[src/bmf_defs.svh]
// Constants of the bidirectional message framer: buffer-memory word addresses,
// reset values, control codes, field positions and the framer's own error codes.
// Assumes the includer works on 12-bit word addresses and 16-bit data.
`ifndef BMF_DEFS_SVH
`define BMF_DEFS_SVH

`define BMF_ADDR_UNIT 12'h096
`define BMF_ADDR_TXESC 12'h11F
`define BMF_ADDR_RXESC 12'h120
`define BMF_ADDR_ASCII 12'h121
`define BMF_ADDR_TXRES 12'h257
`define BMF_ADDR_RXRES 12'h258
`define BMF_ADDR_TXCNT 12'h400
`define BMF_ADDR_TXDAT 12'h401
`define BMF_ADDR_RXCNT 12'h600
`define BMF_ADDR_RXDAT 12'h601

`define BMF_RST_UNIT 16'h0000
`define BMF_RST_ESC 16'h0000
`define BMF_RST_ASCII 16'h0000
`define BMF_RST_RESULT 16'h0000
`define BMF_RST_COUNT 16'h0000

`define BMF_UNIT_BYTE_BIT 0
`define BMF_ASCII_ON_BIT 0

`define BMF_ENQ 8'h05
`define BMF_ACK 8'h06
`define BMF_NAK 8'h15

`define BMF_ERR_HEX 16'h7101
`define BMF_ERR_LEN 16'h7102
`define BMF_ERR_SUM 16'h7103

`endif

[src/bmf_pkg.sv]
// Types shared by the bidirectional message framer.
// Assumes nothing of its surroundings.
package bmf_pkg;

   typedef enum logic [3:0] {
      ST_IDLE, ST_TX_ENQ, ST_TX_LEN, ST_TX_DATA, ST_TX_SUM, ST_TX_WAIT, ST_TX_ERRC,
      ST_RX_LEN, ST_RX_DATA, ST_RX_SUM, ST_RP_ACK, ST_RP_NAK, ST_RP_ERRC
   } state_e;

   typedef struct packed {
      logic wr;
      logic [11:0] addr;
      logic [15:0] wdata;
   } bm_req_s;

   typedef struct packed {
      logic [7:0] add;
      logic [7:0] trans;
   } esc_cfg_s;

endpackage

[src/bidir_message_framer.sv]
// Framing engine: buffer memory on one side, a byte stream to a serial link on the other.
// Assumes a byte-wide transmitter and receiver on ref_clk_in and a controller on the same clock.
`timescale 1ns/1ns
`include "bmf_defs.svh"

// How it works
// - Control codes added on send, hidden on receive.
// - Length counts words or bytes per unit select.
// - Send count sent unchanged, low byte first.
// - Valid received length stored, first byte low.
// - Data sent unchanged from lowest send address.
// - Valid received data stored in ascending order.
// - Sum is low 16 bits of length plus data.
// - Sum appended only while the sum switch is on.
// - Received sum verified, never shown to software.
// - Without sum, surplus bytes dropped until ENQ.
// - Own NAK code also written to receive result.
// - Received partner error code kept in transmit result.
// - ASCII mode converts length, data and error code.
// - ASCII length is four hex characters, low first.
// - ASCII words sent as four characters; pairs packed.
// - ASCII error code four characters, low byte first.
// - ASCII sum: binary on send, characters on receive.
// - Escape byte inserted before transparent or escape byte in length, data and error code.
// - Received escape in length, data or error code dropped, next byte taken literally.
// - Escaping after conversion, unescaping before conversion.
// - Escape bytes excluded from length and sum.
module bidir_message_framer
   import bmf_pkg::*;
#(
   parameter int DEPTH = 8
) (
   // Clock and reset
   input wire logic ref_clk_in,
   input wire logic srst_in,
   // Buffer memory port
   input wire bm_req_s bm_req_in,
   output logic [15:0] bm_rdata_out,
   // Controller signals
   input wire logic send_req_in,
   input wire logic sum_check_switch_in,
   output logic tx_done_out,
   output logic tx_fail_out,
   output logic rx_done_out,
   output logic rx_fail_out,
   output logic busy_out,
   // Serial byte stream
   input wire logic [7:0] rx_byte_in,
   input wire logic rx_valid_in,
   output logic [7:0] tx_byte_out,
   output logic tx_valid_out,
   input wire logic tx_ready_in
);

   localparam int AW = $clog2(DEPTH);
   localparam logic [16:0] CAP = 17'(2 * DEPTH);

   if (DEPTH < 2 || DEPTH > 1024 || (DEPTH & (DEPTH - 1)) != 0) begin : g_bad_depth
      $error("DEPTH must be a power of two from 2 to 1024.");
   end

   function automatic logic [7:0] to_asc(input logic [3:0] n);
      return (n < 4'hA) ? (8'h30 + {4'h0, n}) : (8'h37 + {4'h0, n});
   endfunction

   function automatic logic [4:0] from_asc(input logic [7:0] c);
      if (c >= 8'h30 && c <= 8'h39) return {1'b1, c[3:0]};
      if (c >= 8'h41 && c <= 8'h46) return {1'b1, c[3:0] + 4'h9};
      return 5'h00;
   endfunction

   logic [15:0] unit_r, txesc_r, rxesc_r, ascii_r, tres_r, rres_r, scount_r, rcount_r;
   logic [15:0] tx_mem [DEPTH];
   logic [15:0] rx_mem [DEPTH];
   state_e st_r, after_tx;
   logic [15:0] idx_r, nb_r, sum_r, err_r, fend, nak_code, rd_nxt, tw;
   logic [7:0] lo_r, cur_b, ch, out_b, c, bin_b, tx_byte_r;
   logic [3:0] hold_r;
   logic [4:0] dec;
   logic [16:0] tx_req, rx_nb;
   logic [15:0] tx_nb;
   logic [11:0] ra_tx, ra_rx;
   logic nib_r, esc_sent_r, rx_esc_r, rnib_r, tx_valid_r;
   logic tx_done_r, tx_fail_r, rx_done_r, rx_fail_r;
   logic byte_mode, ascii_on, field, emitting, need_esc, fire, step, last;
   logic rx_field, drop_esc, c_ok, hex_bad, bin_ok, nak_now;
   esc_cfg_s txe, rxe;

   assign byte_mode = unit_r[`BMF_UNIT_BYTE_BIT];
   assign ascii_on = ascii_r[`BMF_ASCII_ON_BIT];
   assign txe = esc_cfg_s'(txesc_r);
   assign rxe = esc_cfg_s'(rxesc_r);
   // The send amount is clamped to the area so a large count cannot read past it.
   assign tx_req = byte_mode ? {1'b0, scount_r} : {scount_r, 1'b0};
   assign tx_nb = (tx_req > CAP) ? CAP[15:0] : tx_req[15:0];
   assign tw = tx_mem[idx_r[AW:1]];

   // Transmit side: pick the binary byte of the field being sent.
   always_comb begin
      unique case (st_r)
         ST_TX_ENQ: cur_b = `BMF_ENQ;
         ST_TX_LEN: cur_b = idx_r[0] ? scount_r[15:8] : scount_r[7:0];
         ST_TX_DATA: cur_b = idx_r[0] ? tw[15:8] : tw[7:0];
         ST_TX_SUM: cur_b = idx_r[0] ? sum_r[15:8] : sum_r[7:0];
         ST_RP_ACK: cur_b = `BMF_ACK;
         ST_RP_NAK: cur_b = `BMF_NAK;
         ST_RP_ERRC: cur_b = idx_r[0] ? err_r[15:8] : err_r[7:0];
         default: cur_b = 8'h00;
      endcase
   end

   always_comb begin
      unique case (st_r)
         ST_TX_DATA: fend = tx_nb;
         ST_RX_DATA: fend = nb_r;
         ST_TX_ENQ, ST_RP_ACK, ST_RP_NAK: fend = 16'h0001;
         default: fend = 16'h0002;
      endcase
   end

   always_comb begin
      unique case (st_r)
         ST_TX_ENQ: after_tx = ST_TX_LEN;
         ST_TX_LEN: after_tx = (tx_nb != 16'h0000) ? ST_TX_DATA : (sum_check_switch_in ? ST_TX_SUM : ST_TX_WAIT);
         ST_TX_DATA: after_tx = sum_check_switch_in ? ST_TX_SUM : ST_TX_WAIT;
         ST_TX_SUM: after_tx = ST_TX_WAIT;
         ST_RP_NAK: after_tx = ST_RP_ERRC;
         default: after_tx = ST_IDLE;
      endcase
   end

   assign field = (st_r == ST_TX_LEN) || (st_r == ST_TX_DATA) || (st_r == ST_RP_ERRC);
   assign emitting = field || (st_r == ST_TX_ENQ) || (st_r == ST_TX_SUM) || (st_r == ST_RP_ACK) ||
                     (st_r == ST_RP_NAK);
   // High nibble first keeps the low byte's characters in reading order.
   assign ch = (field && ascii_on) ? to_asc(nib_r ? cur_b[3:0] : cur_b[7:4]) : cur_b;
   // Escaping looks at the converted character, so it runs after conversion.
   assign need_esc = field && (txe.add != 8'h00) && !esc_sent_r && (ch == txe.trans || ch == txe.add);
   assign out_b = need_esc ? txe.add : ch;
   assign fire = emitting && (!tx_valid_r || tx_ready_in);
   assign step = fire && !need_esc && (!field || !ascii_on || nib_r);
   assign last = (idx_r == fend - 16'h0001);

   always_ff @(posedge ref_clk_in) begin : p_txout
      if (srst_in) begin
         tx_byte_r <= 8'h00;
         tx_valid_r <= 1'b0;
      end else if (fire) begin
         tx_byte_r <= out_b;
         tx_valid_r <= 1'b1;
      end else if (tx_ready_in) begin
         tx_valid_r <= 1'b0;
      end
   end

   always_ff @(posedge ref_clk_in) begin : p_txchar
      if (srst_in || !field) begin
         nib_r <= 1'b0;
         esc_sent_r <= 1'b0;
      end else if (fire) begin
         esc_sent_r <= need_esc;
         if (!need_esc && ascii_on) nib_r <= ~nib_r;
      end
   end

   // Receive side: unescape first, then pack character pairs.
   assign rx_field = (st_r == ST_RX_LEN) || (st_r == ST_RX_DATA) || (st_r == ST_TX_ERRC);
   assign drop_esc = rx_valid_in && rx_field && (rxe.add != 8'h00) && !rx_esc_r && rx_byte_in == rxe.add;
   assign c_ok = rx_valid_in && !drop_esc;
   assign c = rx_byte_in;
   assign dec = from_asc(c);
   assign hex_bad = c_ok && rx_field && ascii_on && !dec[4];
   assign bin_b = ascii_on ? {hold_r, dec[3:0]} : c;
   assign bin_ok = c_ok && rx_field && (!ascii_on || rnib_r) && !hex_bad;
   assign rx_nb = byte_mode ? {1'b0, bin_b, lo_r} : {bin_b, lo_r, 1'b0};

   always_ff @(posedge ref_clk_in) begin : p_rxchar
      if (srst_in || !rx_field) begin
         rx_esc_r <= 1'b0;
         rnib_r <= 1'b0;
         hold_r <= 4'h0;
      end else if (rx_valid_in) begin
         rx_esc_r <= drop_esc;
         if (c_ok && ascii_on) begin
            rnib_r <= ~rnib_r;
            hold_r <= dec[3:0];
         end
      end
   end

   always_comb begin
      nak_now = 1'b0;
      nak_code = `BMF_ERR_HEX;
      if (hex_bad && st_r != ST_TX_ERRC) begin
         nak_now = 1'b1;
      end else if (st_r == ST_RX_LEN && bin_ok && idx_r[0] && rx_nb > CAP) begin
         nak_now = 1'b1;
         nak_code = `BMF_ERR_LEN;
      end else if (st_r == ST_RX_SUM && rx_valid_in && idx_r[0] && {rx_byte_in, lo_r} != sum_r) begin
         nak_now = 1'b1;
         nak_code = `BMF_ERR_SUM;
      end
   end

   // Sum over binary bytes on send and over received characters on receive.
   always_ff @(posedge ref_clk_in) begin : p_sum
      if (srst_in || st_r == ST_IDLE) begin
         sum_r <= 16'h0000;
      end else if (step && (st_r == ST_TX_LEN || st_r == ST_TX_DATA)) begin
         sum_r <= sum_r + {8'h00, cur_b};
      end else if (c_ok && (st_r == ST_RX_LEN || st_r == ST_RX_DATA)) begin
         sum_r <= sum_r + {8'h00, c};
      end
   end

   always_ff @(posedge ref_clk_in) begin : p_fsm
      if (srst_in) begin
         st_r <= ST_IDLE;
         idx_r <= 16'h0000;
         lo_r <= 8'h00;
         nb_r <= 16'h0000;
         err_r <= `BMF_RST_RESULT;
         rcount_r <= `BMF_RST_COUNT;
         tres_r <= `BMF_RST_RESULT;
         rres_r <= `BMF_RST_RESULT;
         tx_done_r <= 1'b0;
         tx_fail_r <= 1'b0;
         rx_done_r <= 1'b0;
         rx_fail_r <= 1'b0;
      end else begin
         tx_done_r <= 1'b0;
         tx_fail_r <= 1'b0;
         rx_done_r <= 1'b0;
         rx_fail_r <= 1'b0;
         if (nak_now) begin
            st_r <= ST_RP_NAK;
            idx_r <= 16'h0000;
            err_r <= nak_code;
            rres_r <= nak_code;
         end else begin
            unique case (st_r)
               ST_IDLE: begin
                  idx_r <= 16'h0000;
                  // Anything other than ENQ is surplus and is dropped here.
                  if (rx_valid_in && rx_byte_in == `BMF_ENQ) st_r <= ST_RX_LEN;
                  else if (send_req_in) st_r <= ST_TX_ENQ;
               end
               ST_TX_ENQ, ST_TX_LEN, ST_TX_DATA, ST_TX_SUM, ST_RP_ACK, ST_RP_NAK, ST_RP_ERRC: begin
                  if (step && !last) begin
                     idx_r <= idx_r + 16'h0001;
                  end else if (step) begin
                     idx_r <= 16'h0000;
                     st_r <= after_tx;
                     if (st_r == ST_RP_ACK) begin
                        rx_done_r <= 1'b1;
                        rres_r <= `BMF_RST_RESULT;
                     end
                     if (st_r == ST_RP_ERRC) rx_fail_r <= 1'b1;
                  end
               end
               ST_TX_WAIT: begin
                  if (rx_valid_in && rx_byte_in == `BMF_ACK) begin
                     st_r <= ST_IDLE;
                     tres_r <= `BMF_RST_RESULT;
                     tx_done_r <= 1'b1;
                  end else if (rx_valid_in && rx_byte_in == `BMF_NAK) begin
                     st_r <= ST_TX_ERRC;
                     idx_r <= 16'h0000;
                  end
               end
               ST_TX_ERRC: begin
                  if (hex_bad) begin
                     st_r <= ST_IDLE;
                     tres_r <= `BMF_ERR_HEX;
                     tx_fail_r <= 1'b1;
                  end else if (bin_ok && !idx_r[0]) begin
                     lo_r <= bin_b;
                     idx_r <= 16'h0001;
                  end else if (bin_ok) begin
                     st_r <= ST_IDLE;
                     tres_r <= {bin_b, lo_r};
                     tx_fail_r <= 1'b1;
                  end
               end
               ST_RX_LEN: begin
                  if (bin_ok && !idx_r[0]) begin
                     lo_r <= bin_b;
                     idx_r <= 16'h0001;
                  end else if (bin_ok) begin
                     rcount_r <= {bin_b, lo_r};
                     nb_r <= rx_nb[15:0];
                     idx_r <= 16'h0000;
                     if (rx_nb != 17'h0_0000) st_r <= ST_RX_DATA;
                     else st_r <= sum_check_switch_in ? ST_RX_SUM : ST_RP_ACK;
                  end
               end
               ST_RX_DATA: begin
                  if (bin_ok && !last) begin
                     idx_r <= idx_r + 16'h0001;
                  end else if (bin_ok) begin
                     idx_r <= 16'h0000;
                     st_r <= sum_check_switch_in ? ST_RX_SUM : ST_RP_ACK;
                  end
               end
               ST_RX_SUM: begin
                  if (rx_valid_in && !idx_r[0]) begin
                     lo_r <= rx_byte_in;
                     idx_r <= 16'h0001;
                  end else if (rx_valid_in) begin
                     st_r <= ST_RP_ACK;
                     idx_r <= 16'h0000;
                  end
               end
            endcase
         end
      end
   end

   // An odd byte count leaves the high byte of the last word at zero.
   always_ff @(posedge ref_clk_in) begin : p_rxmem
      if (bin_ok && st_r == ST_RX_DATA) begin
         if (!idx_r[0]) rx_mem[idx_r[AW:1]] <= {8'h00, bin_b};
         else rx_mem[idx_r[AW:1]][15:8] <= bin_b;
      end
   end

   // Buffer memory writes by the controller.
   always_ff @(posedge ref_clk_in) begin : p_cfg
      if (srst_in) begin
         unit_r <= `BMF_RST_UNIT;
         txesc_r <= `BMF_RST_ESC;
         rxesc_r <= `BMF_RST_ESC;
         ascii_r <= `BMF_RST_ASCII;
         scount_r <= `BMF_RST_COUNT;
      end else if (bm_req_in.wr) begin
         if (bm_req_in.addr == `BMF_ADDR_UNIT) unit_r <= bm_req_in.wdata;
         if (bm_req_in.addr == `BMF_ADDR_TXESC) txesc_r <= bm_req_in.wdata;
         if (bm_req_in.addr == `BMF_ADDR_RXESC) rxesc_r <= bm_req_in.wdata;
         if (bm_req_in.addr == `BMF_ADDR_ASCII) ascii_r <= bm_req_in.wdata;
         if (bm_req_in.addr == `BMF_ADDR_TXCNT) scount_r <= bm_req_in.wdata;
      end
   end

   for (genvar g = 0; g < DEPTH; g++) begin : g_txw
      always_ff @(posedge ref_clk_in) begin
         if (bm_req_in.wr && bm_req_in.addr == `BMF_ADDR_TXDAT + 12'(g)) tx_mem[g] <= bm_req_in.wdata;
      end
   end

   assign ra_tx = bm_req_in.addr - `BMF_ADDR_TXDAT;
   assign ra_rx = bm_req_in.addr - `BMF_ADDR_RXDAT;

   // Control codes and the received sum have no readable location.
   always_comb begin
      rd_nxt = 16'h0000;
      if (bm_req_in.addr == `BMF_ADDR_UNIT) rd_nxt = unit_r;
      else if (bm_req_in.addr == `BMF_ADDR_TXESC) rd_nxt = txesc_r;
      else if (bm_req_in.addr == `BMF_ADDR_RXESC) rd_nxt = rxesc_r;
      else if (bm_req_in.addr == `BMF_ADDR_ASCII) rd_nxt = ascii_r;
      else if (bm_req_in.addr == `BMF_ADDR_TXRES) rd_nxt = tres_r;
      else if (bm_req_in.addr == `BMF_ADDR_RXRES) rd_nxt = rres_r;
      else if (bm_req_in.addr == `BMF_ADDR_TXCNT) rd_nxt = scount_r;
      else if (bm_req_in.addr == `BMF_ADDR_RXCNT) rd_nxt = rcount_r;
      else if (ra_tx < 12'(DEPTH)) rd_nxt = tx_mem[ra_tx[AW-1:0]];
      else if (ra_rx < 12'(DEPTH)) rd_nxt = rx_mem[ra_rx[AW-1:0]];
   end

   always_ff @(posedge ref_clk_in) begin : p_rd
      if (srst_in) bm_rdata_out <= 16'h0000;
      else bm_rdata_out <= rd_nxt;
   end

   assign tx_byte_out = tx_byte_r;
   assign tx_valid_out = tx_valid_r;
   assign tx_done_out = tx_done_r;
   assign tx_fail_out = tx_fail_r;
   assign rx_done_out = rx_done_r;
   assign rx_fail_out = rx_fail_r;
   assign busy_out = (st_r != ST_IDLE);
endmodule // bidir_message_framer

[config.mk]
export PLATFORM = sky130hd
export DESIGN_NAME = bidir_message_framer
export DESIGN_NICKNAME = d
export VERILOG_FILES = /design/src/bmf_pkg.sv /design/src/bidir_message_framer.sv
export VERILOG_INCLUDE_DIRS = /design/src /design/src/src
export SDC_FILE = /design/constraint.sdc
export NUM_CORES = 1
export LEC_CHECK = 0
export BUFFER_PORTS_ARGS = -buffer_cell sky130_fd_sc_hd__buf_2
export CAP_MARGIN = 20
export CORE_MARGIN = 2
export CORE_UTILIZATION = 25
export DETAILED_ROUTE_END_ITERATION = 8
export SLEW_MARGIN = 20
export SYNTH_ARGS = -nofsm -noshare
export SYNTH_HDL_FRONTEND = slang
export SYNTH_SLANG_ARGS = --single-unit
[constraint.sdc]
create_clock -name ref_clk_in -period 6.64 [get_ports ref_clk_in]
set_input_delay 0.664 -clock ref_clk_in [delete_from_list [all_inputs] [get_ports ref_clk_in]]
set_output_delay 0.664 -clock ref_clk_in [all_outputs]
set_load 0.01 [all_outputs]
==> metrics.md <==
| Metric | Value |
|---|---|
| Final ANT Viol Nets | `0` |
| Least-Margin Pin Slew | `1.15 ns` |
| Worst Hold Slack | `0.378 ns` |
| Die Ht | `318 um` |
| #FFs+latches synth | `474` |
| Global-route wire length before repair | `~120 mm` |
| Mapped Avg Cell Area | `10.4 um2` |
| Logic pwr share | `19.0%` |
| CTS HTree Levels | `2` |
| Number of global-route vias before repair | `18369` |
| Initial detailed-routing violation count | `2142` |
| CP Launch Type | `flop` |
| Slowest CP cell | `mux4_2` |
| Internal | `5.27 mW` |
| Estimated wirelength of the detail-placed design | `between 50 and 60 mm` |
| Crit path arrival time | `roughly 6.9 ns` |
| NetSw | `2.10 mW` |
| Clock Latency Late Sink | `0.61 ns` |
| Post-synth top area share | `31.2%` |
| Leakage power | `9.42 nW` |
| EDFF count, synth | `256` |
| Commonest non-fill, non-tap cell in the layout | `nand2_1` |
| Mapped Nets | `around 2400` |
| DR vias/cell | `5.29` |
| Final design utilization | `29.0%` |
| Most frequent CP cell | `a21oi_1` |
| Core area | `about 98000 um2` |
| Area Overhead vs Synth | `15.4%` |
| Grt met2 use | `24.3%` |
| CP Max Fanout | `8` |
| CTS tree | `built` |
| Average wire per standard cell | `roughly 22 um` |
| Place WS | `0.127 ns` |
| Crit Path Class | `flop to flop` |
| First drt pass iteration count | `6` |
| Slew Viols, Final | `0` |
| Pin count of the biggest net entering global routing | `74` |
| Finish-stage setup viols | `0` |
| Synth cell types | `~110` |
| Number of port buffers | `just over 70` |
| # DRC | `0` |
| Worst Hold End | `tx_valid_out` |
| Clock Tree Root | `clkbuf_16` |
| CTS buffer count | `49` |
| Die area | `101000 um2` |
| Antenna violations before repair | `19` |
| Setup_tns | `0 ns` |
| Most frequent cells in the layout | `326 x nand2_1, 256 x edfxtp_1, 223 x a21oi_1` |
| Min-delay worst type | `primary input to flop` |
| Period utilization | `96.4%` |
| R2R Path End | `sum_r[12]` |
| Post-placement cell area | `26600 um2` |
| I/O pin count | `73` |
| Min cycle time layout | `6.40 ns` |
| Cts hold-fix bufs | `0` |
| Met3 usage | `~2.7%` |
| Reg power frac | `42.8%` |
| GRT busiest layer | `met2` |
| Design area | `28400 um2` |
| Clock buffer depth | `3` |
| YS warnings | `0` |
| Die width | `318 um` |
| Site Rows | `115` |
| Worst-path clk slew | `0.06 ns` |
| Critical Path Max Stage Delay | `0.51 ns` |
| # clock sinks | `474` |
| Status | `finished clean` |
| Fraction of layout instances using a drive strength above 1 | `16.8%` |
| Gate Count Post-Synth | `2372` |
| Share of the yosys chip area belonging to registers | `48.9%` |
| Total grt overflow | `0` |
| Worst VDD drop | `0.187 mV` |
| Max_slew headroom | `a little under a quarter` |
| Cell Area, Synth | `roughly 25000 um2` |
| Clk_skew | `0.0151 ns` |
| Post-synth ARST share | `0%` |
| Gpl congestion | `0.896` |
| Fmax | `156 MHz` |
| DRT Wirelength | `81.0 mm` |
| Nets@finish | `2472` |
| Setup crit end kind | `flop` |
| Pwr Density | `between 200 and 300 nW/um2` |
| Initial core utilization | `25.1%` |
| R2R cell count | `34` |
| GRT Util Overall | `15.4%` |
| Final Hold Viols | `0` |
| Synth area leader | `edfxtp_1` |
| Setup ws final | `0.238 ns` |
| CP required | `about 7.1 ns` |
| WHS Path Cells | `3` |
| Sw frac | `about 28%` |
| Routing usage on met1 | `21.5%` |
| DR vias | `around 20000` |
| Ys flop type | `edfxtp_1` |
| Clock power share | `38.3%` |
| Max cap viols | `0` |
| Hold Startpoint | `tx_ready_in` |
| Reg-to-reg slack, setup | `roughly 0.24 ns` |
| Top cells by area, synth | `edfxtp_1 31%, dfxtp_1 18%, mux4_2 7.8%` |
## cells in the mapped netlist, types with 12 or more instances
library cell and n:
nor2_1 172, a221oi_1 18, nand3_1 56, mux2_2 13, inv_1 46, nand2_1 327, and2_1 19, mux4_2 85
buf_4 12, nor3_1 44, and3_1 20, xor2_1 12, a22oi_1 21, xnor2_1 43, o211ai_1 38, o21bai_1 16
ha_1 22, a21o_1 15, or3_1 18, nor4_1 28, a211oi_1 29, o221ai_1 16, clkbuf_1 126, mux2i_1 93
buf_2 24, nor3b_1 15, nand2b_1 23, dfxtp_1 218, nand4_1 24, o21ai_0 54, edfxtp_1 256, buf_1 13
nor2b_1 12, a21oi_1 228
## state kept, by name (all words and copies together) (netlist names), 16 cells and up, named ones only
register	cells
rx_mem	128
rxe	16
sum_r	16
tres_r	16
tx_mem	128
nb_r	16
scount_r	16
bm_rdata_out	16
txe	16
ascii_r	16
idx_r	16
unit_r	16
rcount_r	16
## worst max-delay path by stage
stage          start        end  slack (ns)  depth (start not counted)
6_report        flop  sum_r[12]        0.24                         34
5_1_grt         flop  sum_r[14]       -0.04                         32
4_1_cts         flop  sum_r[11]         0.1                         28
3_5_place_dp    flop  sum_r[11]        0.13                         27
3_3_place_gp    flop  sum_r[11]        0.27                         27
2_1_floorplan   flop  sum_r[11]        0.53                         32
## power groups by stage
stage               clock network (mW)  logic [mW]  registers [mW]
finish                            2.82        1.40            3.15
global route                      2.97        1.50            3.15
CTS                               2.86        1.34            3.15
detailed placement                   0        1.33            3.21
global placement                     0        1.33            3.21
floorplan                            0       0.884            3.20
## worst max-delay path: cells and delay by family (launching register included)
kind	cells	cell delay, ns
AO/OA/AOI/OAI	13	2.08
adder cells (fa/ha/maj)	3	0.85
buffers and inverters	6	0.70
flip-flops	1	0.36
multiplexers	2	0.69
AND/OR/NAND/NOR	10	1.56
## metrics by stage
| step | power [mW] | cells |
|---|---|---|
| floorplan | 4.08 | 2372 |
| global placement | 4.54 | 3634 |
| detailed placement | 4.54 | 3634 |
| CTS | 7.34 | 3724 |
| global route | 7.62 | 3732 |
| finish | 7.37 | 3737 |
## cell type report
cell class	instances	area (um2)
diodes	5	12.5
clock buffers	71	1400
clock inverters	19	225
fillers	10054	69600
inverters	49	188
multi-input cells	1670	11800
flip-flops and latches	474	12100
well taps	1287	1610
repair buffers	162	1130
## cell families (layout without fill, tap and decap cells)
logic type,count (synthesis),in the layout,synth area share [%]
other cells,0,5,0
flops,474,474,48.9
fa+ha+maj,23,23,1.20
compound gates,578,578,15.7
xor+xnor,55,55,1.96
simple gates,822,822,16.0
buf+inv,228,301,3.89
mux,192,192,12.2
## what timing repair did
action,in CTS,in global routing
setup endpoints to repair,0,9
resized for setup,0,38
setup buffers,0,7
## layer usage
metal / part of all wire (%) / up-vias
li1: - / 8998
met1: 43 / 9724
met2: 45 / 891
met3: 8.6 / 155
met4: 3.0 / 6
met5: 0.057 / -
(Power assumes the default switching activity.)
